## src/logic/pfsel_pkg.sv

```systemverilog
// constants shared by the port function select block
`default_nettype none
package pfsel_pkg;

  // ----------------------------------------------------------------
  // widths
  // ----------------------------------------------------------------
  localparam int unsigned OUT_PINS = 4;          // dedicated output pins
  localparam int unsigned IO_PINS  = 4;          // shared i/o group pins
  localparam int unsigned CFG_W    = 4;          // nibble-wide control words

  // ----------------------------------------------------------------
  // field positions
  // ----------------------------------------------------------------
  localparam int unsigned PIN_FREQ     = 0;      // pin carrying the frequency output
  localparam int unsigned PIN_UFLOW    = 1;      // pin carrying the timer underflow output
  localparam int unsigned PIN_BUZ      = 2;      // pin carrying the buzzer signal
  localparam int unsigned PIN_BUZ_INV  = 3;      // pin carrying the inverted buzzer
  localparam int unsigned TMR_SEL_BIT  = 3;      // underflow select inside timer config word

  // ----------------------------------------------------------------
  // values after reset
  // ----------------------------------------------------------------
  localparam logic             SEL_RST      = 1'b0;   // general-purpose function
  localparam logic [CFG_W-1:0] OUT_DATA_RST = 4'h0;
  localparam logic [CFG_W-1:0] IO_DATA_RST  = 4'h0;
  localparam logic [CFG_W-1:0] IO_DIR_RST   = 4'h0;   // all inputs
  localparam logic [CFG_W-1:0] TMR_CFG_RST  = 4'h0;
  localparam logic             TOGGLE_RST   = 1'b0;

  // ----------------------------------------------------------------
  // synchroniser
  // ----------------------------------------------------------------
  localparam int unsigned SYNC_STAGES = 3;       // flops on every pin input

endpackage
`default_nettype wire

```

## src/logic/pfsel_pin_sync.sv

```systemverilog
// three-flop pin synchroniser with agreement filter
`timescale 1ns/1ps
`default_nettype none
module pfsel_pin_sync (
  input  wire logic i_core_clk,
  input  wire logic i_rst,
  input  wire logic i_pin,
  output logic      o_level
);

  // ----------------------------------------------------------------
  // sampling chain
  // ----------------------------------------------------------------
  logic [pfsel_pkg::SYNC_STAGES-1:0] stage;

  // shift the pin through the chain; stage 0 feeds stage 1 only
  always_ff @(posedge i_core_clk) begin
    if (i_rst) begin
      stage <= '0;
    end else begin
      stage <= {stage[pfsel_pkg::SYNC_STAGES-2:0], i_pin};
    end
  end

  // ----------------------------------------------------------------
  // filtered level
  // ----------------------------------------------------------------
  // accept a change only when second and third stages agree
  always_ff @(posedge i_core_clk) begin
    if (i_rst) begin
      o_level <= 1'b0;
    end else if (stage[1] == stage[2]) begin
      o_level <= stage[2];
    end
  end

endmodule
`default_nettype wire

```

## src/logic/pfsel_port_function_select.sv

```systemverilog
// pin function multiplexer for output pins and the shared i/o group
`timescale 1ns/1ps
`default_nettype none
// Overview of operation
// - pin 0 shows data bit when frequency select is 0, frequency output when 1.
// - pin 1 shows data bit when underflow select is 0, underflow output when 1.
// - pin 2 shows data bit when buzzer select is 0, buzzer signal when 1.
// - pin 3 shows data bit when inverted select is 0, inverted buzzer when 1.
// - i/o group is general i/o when serial select is 0, serial when 1.
// - a data bit change under a selected special signal may glitch the pin.
// - data bit 1 is held 0 while pin 1 carries the underflow output.
// - underflow output toggles once per timer underflow, halving the underflow rate.
// - underflow select sits at bit three of the timer output config word.
module pfsel_port_function_select (
  input  wire logic                          i_core_clk,
  input  wire logic                          i_rst,
  // select bits, stored on i_sel_we
  input  wire logic                          i_sel_we,
  input  wire logic                          i_freq_out_select,
  input  wire logic                          i_buzzer_out_select,
  input  wire logic                          i_buzzer_inv_out_select,
  input  wire logic                          i_serial_pin_select,
  // timer output config word, stored on i_tmr_cfg_we
  input  wire logic                          i_tmr_cfg_we,
  input  wire logic [pfsel_pkg::CFG_W-1:0]   i_tmr_cfg_wdata,
  // output data word, stored on i_out_data_we
  input  wire logic                          i_out_data_we,
  input  wire logic [pfsel_pkg::CFG_W-1:0]   i_out_data_wdata,
  // general i/o data and direction, stored on i_io_we
  input  wire logic                          i_io_we,
  input  wire logic [pfsel_pkg::CFG_W-1:0]   i_io_data_wdata,
  input  wire logic [pfsel_pkg::CFG_W-1:0]   i_io_dir_wdata,
  // on-chip special sources
  input  wire logic                          i_frequency_output,
  input  wire logic                          i_timer_underflow_pulse,
  input  wire logic                          i_buzzer_signal,
  input  wire logic [pfsel_pkg::IO_PINS-1:0] i_serial_out,
  input  wire logic [pfsel_pkg::IO_PINS-1:0] i_serial_oe,
  // pins
  output logic [pfsel_pkg::OUT_PINS-1:0]     o_out_pin,
  input  wire logic [pfsel_pkg::IO_PINS-1:0] i_io_pin_group,
  output logic [pfsel_pkg::IO_PINS-1:0]      o_io_pin_group,
  output logic [pfsel_pkg::IO_PINS-1:0]      o_io_pin_group_oe,
  // read-back state
  output logic                               o_freq_out_select,
  output logic                               o_timer_underflow_out_select,
  output logic                               o_buzzer_out_select,
  output logic                               o_buzzer_inv_out_select,
  output logic                               o_serial_pin_select,
  output logic [pfsel_pkg::CFG_W-1:0]        o_tmr_cfg,
  output logic [pfsel_pkg::CFG_W-1:0]        o_out_data,
  output logic [pfsel_pkg::CFG_W-1:0]        o_io_data,
  output logic [pfsel_pkg::CFG_W-1:0]        o_io_dir,
  output logic [pfsel_pkg::IO_PINS-1:0]      o_gpio_in,
  output logic [pfsel_pkg::IO_PINS-1:0]      o_serial_in,
  output logic                               o_timer_underflow_output
);

  // ----------------------------------------------------------------
  // helpers
  // ----------------------------------------------------------------
  // choose data bit or special signal; special is or-ed with data,
  // so a changing data bit can disturb the selected waveform
  function automatic logic pin_mux(input logic sel, input logic special, input logic data);
    pin_mux = sel ? (special | data) : data;
  endfunction

  // next-state values and filtered pin levels
  logic                                  next_uflow_sel;
  logic [pfsel_pkg::CFG_W-1:0]           next_out_data;
  logic [pfsel_pkg::IO_PINS-1:0]         pin_level;

  // ----------------------------------------------------------------
  // select bits
  // ----------------------------------------------------------------
  // select word written as a group, cleared by reset
  always_ff @(posedge i_core_clk) begin
    if (i_rst) begin
      o_freq_out_select       <= pfsel_pkg::SEL_RST;
      o_buzzer_out_select     <= pfsel_pkg::SEL_RST;
      o_buzzer_inv_out_select <= pfsel_pkg::SEL_RST;
      o_serial_pin_select     <= pfsel_pkg::SEL_RST;
    end else if (i_sel_we) begin
      o_freq_out_select       <= i_freq_out_select;
      o_buzzer_out_select     <= i_buzzer_out_select;
      o_buzzer_inv_out_select <= i_buzzer_inv_out_select;
      o_serial_pin_select     <= i_serial_pin_select;
    end
  end

  // timer config word; underflow select is one of its bits
  always_ff @(posedge i_core_clk) begin
    if (i_rst) begin
      o_tmr_cfg <= pfsel_pkg::TMR_CFG_RST;
    end else if (i_tmr_cfg_we) begin
      o_tmr_cfg <= i_tmr_cfg_wdata;
    end
  end

  // underflow select read straight from its config bit
  assign o_timer_underflow_out_select = o_tmr_cfg[pfsel_pkg::TMR_SEL_BIT];

  // select value as it will stand after this cycle's write
  always_comb begin
    next_uflow_sel = o_timer_underflow_out_select;
    if (i_tmr_cfg_we) begin
      next_uflow_sel = i_tmr_cfg_wdata[pfsel_pkg::TMR_SEL_BIT];
    end
  end

  // ----------------------------------------------------------------
  // output data word
  // ----------------------------------------------------------------
  // merge write, then force the underflow pin's data bit low if underflow is selected
  always_comb begin
    next_out_data = o_out_data;
    if (i_out_data_we) begin
      next_out_data = i_out_data_wdata;
    end
    if (next_uflow_sel) begin
      next_out_data[pfsel_pkg::PIN_UFLOW] = 1'b0;
    end
  end

  always_ff @(posedge i_core_clk) begin
    if (i_rst) begin
      o_out_data <= pfsel_pkg::OUT_DATA_RST;
    end else begin
      o_out_data <= next_out_data;
    end
  end

  // ----------------------------------------------------------------
  // timer underflow output
  // ----------------------------------------------------------------
  // one toggle per underflow gives half the underflow rate
  always_ff @(posedge i_core_clk) begin
    if (i_rst) begin
      o_timer_underflow_output <= pfsel_pkg::TOGGLE_RST;
    end else if (i_timer_underflow_pulse) begin
      o_timer_underflow_output <= ~o_timer_underflow_output;
    end
  end

  // ----------------------------------------------------------------
  // output pins
  // ----------------------------------------------------------------
  // registered pin drive, one clock behind the selected source
  always_ff @(posedge i_core_clk) begin
    if (i_rst) begin
      o_out_pin <= pfsel_pkg::OUT_DATA_RST;
    end else begin
      o_out_pin[pfsel_pkg::PIN_FREQ] <= pin_mux(o_freq_out_select,
          i_frequency_output, o_out_data[pfsel_pkg::PIN_FREQ]);
      o_out_pin[pfsel_pkg::PIN_UFLOW] <= pin_mux(o_timer_underflow_out_select,
          o_timer_underflow_output, o_out_data[pfsel_pkg::PIN_UFLOW]);
      o_out_pin[pfsel_pkg::PIN_BUZ] <= pin_mux(o_buzzer_out_select,
          i_buzzer_signal, o_out_data[pfsel_pkg::PIN_BUZ]);
      o_out_pin[pfsel_pkg::PIN_BUZ_INV] <= pin_mux(o_buzzer_inv_out_select,
          ~i_buzzer_signal, o_out_data[pfsel_pkg::PIN_BUZ_INV]);
    end
  end

  // ----------------------------------------------------------------
  // general i/o registers
  // ----------------------------------------------------------------
  // data and direction kept even while serial owns the pins
  always_ff @(posedge i_core_clk) begin
    if (i_rst) begin
      o_io_data <= pfsel_pkg::IO_DATA_RST;
      o_io_dir  <= pfsel_pkg::IO_DIR_RST;
    end else if (i_io_we) begin
      o_io_data <= i_io_data_wdata;
      o_io_dir  <= i_io_dir_wdata;
    end
  end

  // ----------------------------------------------------------------
  // i/o group pins
  // ----------------------------------------------------------------
  // drive from general i/o or the serial interface
  always_ff @(posedge i_core_clk) begin
    if (i_rst) begin
      o_io_pin_group    <= '0;
      o_io_pin_group_oe <= '0;
    end else if (o_serial_pin_select) begin
      o_io_pin_group    <= i_serial_out;
      o_io_pin_group_oe <= i_serial_oe;
    end else begin
      o_io_pin_group    <= o_io_data;
      o_io_pin_group_oe <= o_io_dir;
    end
  end

  // pin inputs pass the three-flop synchroniser
  genvar g;
  generate
    for (g = 0; g < pfsel_pkg::IO_PINS; g++) begin : g_sync
      pfsel_pin_sync u_sync (
        .i_core_clk (i_core_clk),
        .i_rst      (i_rst),
        .i_pin      (i_io_pin_group[g]),
        .o_level    (pin_level[g])
      );
    end
  endgenerate

  // route pin levels to general i/o always, and to serial only while it owns the pins
  always_ff @(posedge i_core_clk) begin
    if (i_rst) begin
      o_gpio_in   <= '0;
      o_serial_in <= '0;
    end else begin
      o_gpio_in   <= pin_level;
      o_serial_in <= o_serial_pin_select ? pin_level : '0;
    end
  end

endmodule
`default_nettype wire

```

## config.mk

```make
export PLATFORM = sky130hd
export DESIGN_NAME = pfsel_port_function_select
export DESIGN_NICKNAME = d
export VERILOG_FILES = /design/src/logic/pfsel_pkg.sv /design/src/logic/pfsel_pin_sync.sv /design/src/logic/pfsel_port_function_select.sv
export SDC_FILE = /design/constraint.sdc
export NUM_CORES = 1
export LEC_CHECK = 0
export BUFFER_PORTS_ARGS = -buffer_cell sky130_fd_sc_hd__buf_4
export CORE_MARGIN = 4
export CORE_UTILIZATION = 35
export CTS_CLUSTER_SIZE = 20
export DETAILED_ROUTE_END_ITERATION = 10
export PLACE_DENSITY = 0.69
export SETUP_SLACK_MARGIN = 0.02
export SYNTH_ARGS = -nofsm -noshare
export SYNTH_HDL_FRONTEND = slang
export SYNTH_SLANG_ARGS = --single-unit
export TNS_END_PERCENT = 50
```

## constraint.sdc

```tcl
create_clock -name i_core_clk -period 1.2 [get_ports i_core_clk]
set_clock_uncertainty 0.05 [all_clocks]
set_input_delay 0.12 -clock i_core_clk [delete_from_list [all_inputs] [get_ports i_core_clk]]
set_output_delay 0.12 -clock i_core_clk [all_outputs]
set_load 0.03 [all_outputs]
```

Word-level counts from Yosys, hierarchy flattened. Index checks and enable logic that the tools add are counted.

Reductions and logical operators: 2. Multipliers: 0. $add $sub $neg: 0. Shift operators: 0. Equal/unequal tests: 4. Divide/modulo/power cells: 0. Mux-type cells: 7. Bitwise operators: 7. Order comparisons: 0.

Operators with widths (count): 4-bit 2-to-1 mux (2); 1-bit 2-to-1 mux (5); 1-bit == test (4); 1-bit OR (4); 2-bit OR reduction (2); 1-bit inverter (3).

Bits in writable memories: 0. Input port bits: 41. Bits in latches: 0. Word-level logic and storage cells: 43. Bits in read-only memories: 0. Output and inout port bits: 42. Bits in registers: 57. Memories: 0.

Depth between registers and ports, before layout.
Word-level depth: 3. Mapped depth: 3. Gate-level depth less buffers: 2.

By module. Synthesis repeated with hierarchy kept, for this count alone.

Cells, all modules: 166. Area total of the unflattened synthesis: 1833.0 µm².

Modules (own cells, without submodules): pfsel_port_function_select (sequential area each 820.8 µm², area each 1382.6 µm², instances 1, cells an instance 126); pfsel_pin_sync (sequential area each 80.1 µm², area each 112.6 µm², instances 4, cells an instance 10).

Least setup slack after synthesis. OpenSTA, ideal clock, no wires.

Path type: register to register. From: reg o_serial_pin_select. To: reg o_io_pin_group[0] (netlist bit). Data required time: 1.033 ns. Data arrival time: 0.956 ns. Period minus slack after synthesis: 1.123 ns. Slack: 0.077 ns. Cell stages (with the launch flop): 4. Setup time: 0.117 ns. Path buffers: 1. Cells stage by stage: dfxtp_1 > buf_4 > mux2i_1 > nor2_1.

Word-level cells in the longest chain between the ends: 1.

Ends and longest elaborated chain: from (decl) (line pfsel_port_function_select.sv:49) `output logic o_serial_pin_select,`; from (signal assigned) (line pfsel_port_function_select.sv:82) `o_serial_pin_select <= pfsel_pkg::SEL_RST;`; from (signal assigned) (line pfsel_port_function_select.sv:87) `o_serial_pin_select <= i_serial_pin_select;`; 4-bit 2-to-1 mux (line pfsel_port_function_select.sv:186) `end else if (o_serial_pin_select) begin`; to (signal assigned) (line pfsel_port_function_select.sv:187) `o_io_pin_group <= i_serial_out;`; to (signal assigned) (line pfsel_port_function_select.sv:190) `o_io_pin_group <= o_io_data;`; to (decl) (line pfsel_port_function_select.sv:42) `output logic [pfsel_pkg::IO_PINS-1:0] o_io_pin_group,`.

No other way between the ends. A chain may end at the register's enable or synchronous reset.

Worst setup path in the final report.
From: reg o_serial_pin_select. To: out o_serial_pin_select.

No word-level cell between the ends.

==> results.md <==
* Buf/Inv on CP at 1
* Max_slew headroom at 86.2%
* Post-CTS sizing at 0
* Pins over their slew limit at 0
* Clock power share at 36.8%
* First-pass GRT wire length at between 6 and 7 mm
* Final setup vio count at 0
* Slowest CP cell: dfxtp_1
* Commonest non-fill, non-tap cells in the layout: buf_4, dfxtp_1, dlygate4sd3_1
* Area added between synthesis and finish at 62.9%
* Initial Utilization at roughly 36%
* Syn_area_per_cell at 11.0 um2
* Vias in the first global route at between 1,500 and 2,000
* Multi-input gate area at 638 um2
* Int Pwr at between 3000 and 4000 uW
* Post-Synth Adder-Cell Area at 0%
* Kind of critical path: reg -> out
* Setup Fix Bufs, Post-CTS at 0
* FF-to-FF setup slack at 0.23 ns
* I/O pin count at 83
* Register area at between 0.001 and 0.0015 mm2
* Hold buffer count at cts at 32
* Area after DPL at between 0.002 and 0.003 mm2
* Die area at between 0.006 and 0.007 mm2
* Via density at between 4 and 5
* MaxCap Viol Count at 0
* CP arrival at 0.91 ns
* Worst path cell trace: buf_4
* Switching Share at 24.4%
* Antenna violations before repair at 0
* Die span in y at a little over 80 um
* RSZ-0062 raised after global routing: false
* Hold Crit Class: in -> reg
* Die W at 80.9 um
* Drt drc at 0
* Register area share after synthesis at between 60% and 70%
* CTS Sinks at 57
* Final Hold Vio Count at 0
* Worst Path Required at approximately 1.0 ns
* Post-Place Cells at 312
* Post-route ant nets at 0
* Clock transition at the registers of the reported paths at about 0.06 ns
* Remaining Overflow, GRT at 0
* Power Density at about 1400 mW/mm2
* Minimum clock period at around 1.1 ns
* Setup TNS at 0 ns
* Commonest non-fill, non-tap cell in the layout: buf_4
* Tcrit/Tclk final at roughly nine tenths
* YS warnings at 0
* Post-Syn Area at roughly 0.0019 mm2
* Multiplexer share of the synthesized area at between 10% and 20%
* FMAX at 0.926 GHz
* Worst Setup End Kind: primary output
* CTS tree: yes
* Peak supply drop at between 0.7 and 0.8 mV
* Layout cell share with drive strength beyond 1 at between 30% and 40%
* Max stage delay on crit path at ~0.40 ns
* Clk root buf: clkbuf_8
* Synth Net Count at 210
* Switching pwr at a little over 1000 uW
* DR vias at approximately 1,500
* Routed WL at between 4 and 5 mm
* ANT cells at 0
* Tot GR Track Use at 14.2%
* Reg power frac at between 40% and 50%
* Core area at 0.00514 mm2
* CTS Buf Count at 9
* Post-DP HPWL at 2.84 mm
* Largest net degree at the start of global routing at 29
* Initial DRT Pass Iterations at 4
* Comb power frac at between 10% and 20%
* Clock Latency Late Sink at approximately 0.32 ns
* Largest family of logic cells by synthesized area: simple AND/OR/NAND/NOR gates
* Outcome: complete, no violations
* Number of fill cells at roughly 450
* Mapped Cells at ~170
* Total power at around 4200 uW
* Worst-Margin Slew at roughly 0.20 ns
* Drt wl/cell at ~12 um
* Startpoint types: register
* IO Port Bufs at 82
* Final Non-Filler Cells at 360
* RePlAce Congestion at between 0.6 and 0.7
* Xor/xnor cell area share of the yosys netlist at 0.471%
* Leakage at 0.00140 uW
* FP Rows at 26
* CP Max Fanout at 3
* Number of synthesized register bits at 57
* Simple-gate area share of the yosys netlist at between 10% and 20%
* Clock buffer depth at 2
* Cell variety after synth at 17
* H-tree Lvls at 3
* Delay-heaviest family, CP: flip-flops
* Post-layout nets at around 330
* Synth Area in Compound Gates at around 3.2%
* Non-Filler Cell Area, Final at 0.00303 mm2
* Iter 0 DRT Violations at 50
-- logic make-up (layout without fill, tap and decap cells) --
logic type	count (synthesis)	count (layout)
xor gates and xnor gates	1	1
DFF	57	57
muxes	28	28
and+or+nand+nor	58	58
AOI/OAI and AO/OA	12	12
buffers and inverters	13	134
-- flip-flops by register name, indices dropped and copies added (netlist names) --
register / flops
g_sync.u_sync.o_level: 4
o_out_pin: 4
o_io_data: 4
o_freq_out_select: 1
o_tmr_cfg: 4
o_serial_pin_select: 1
o_gpio_in: 4
g_sync.u_sync.stage: 12
o_buzzer_out_select: 1
o_io_pin_group_oe: 4
o_out_data: 4
o_serial_in: 4
o_io_dir: 4
o_buzzer_inv_out_select: 1
o_timer_underflow_output: 1
o_io_pin_group: 4
-- final timing paths --
path                                                      startpoint                               endpoint  cells past startpoint
worst max-delay path                o_serial_pin_select$_SDFFE_PP0P_                    o_serial_pin_select                      1
worst min-delay path                         i_timer_underflow_pulse  o_timer_underflow_output$_SDFFE_PP0P_                      3
worst max register to register      o_serial_pin_select$_SDFFE_PP0P_        o_io_pin_group_oe[2]$_SDFF_PP0_                      3
worst min register to register  g_sync[1].u_sync.stage[0]$_SDFF_PP0_   g_sync[1].u_sync.stage[1]$_SDFF_PP0_                      1
-- stage by stage --
| stage | utilization, % | setup WS [ns] | hold WS, ns |
|---|---|---|---|
| 2_1_floorplan | - | 0.0768 | 0.198 |
| 3_3_place_gp | 49.3 | 0.281 | 0.282 |
| 3_5_place_dp | 49.3 | 0.230 | 0.285 |
| 4_1_cts | 58.9 | 0.0922 | 0.00709 |
| 5_1_grt | 58.9 | 0.0581 | 0.0273 |
| 6_report | 58.9 | 0.120 | 0.0124 |
-- power groups by stage --
stage | combinational, uW | clock [uW] | sequential, uW
after floorplan | 171 | 0 | 2180
after CTS | 615 | 1580 | 2020
after global placement | 524 | 0 | 2060
after detailed placement | 530 | 0 | 2060
after global routing | 655 | 1690 | 2030
final | 612 | 1530 | 2020
-- area by class of cell --
cell class                 count  share of cell area [%]
clock inverter                 3                   0.496
clock buffer                  13                    5.25
timing repair buffer         117                    32.5
tap                           70                    2.89
sequential                    57                    37.7
multi-input combinational     99                    21.1
inverter                       1                   0.124
-- worst reg2reg max path: stages, from the launching register on --
cell and delay, ns:
dfxtp_1 0.40, buf_12 0.16, mux2i_1 0.20, nor2_1 0.05
-- synthesized netlist by cell type --
cell	number	area, um2
mux2i_1	28	280
nand2b_1	1	6.26
buf_2	5	25.0
dfxtp_1	57	1140
o21ai_0	4	20.0
xnor2_1	1	8.76
nand2_1	4	15.0
and2_1	4	25.0
inv_1	1	3.75
buf_6	1	11.3
nor3b_2	1	12.5
nor2b_4	1	13.8
nor2b_1	16	100
nor2_1	31	116
clkbuf_2	2	10.0
a21oi_1	8	40.0
buf_4	4	30.0
-- metal layers --
layer	share of wire [%]	track usage (%)
met5	0	0
met3	9.7	6.87
met2	51	25.2
met1	38	14.3
met4	1.4	5.57
(Power assumes the default switching activity.)
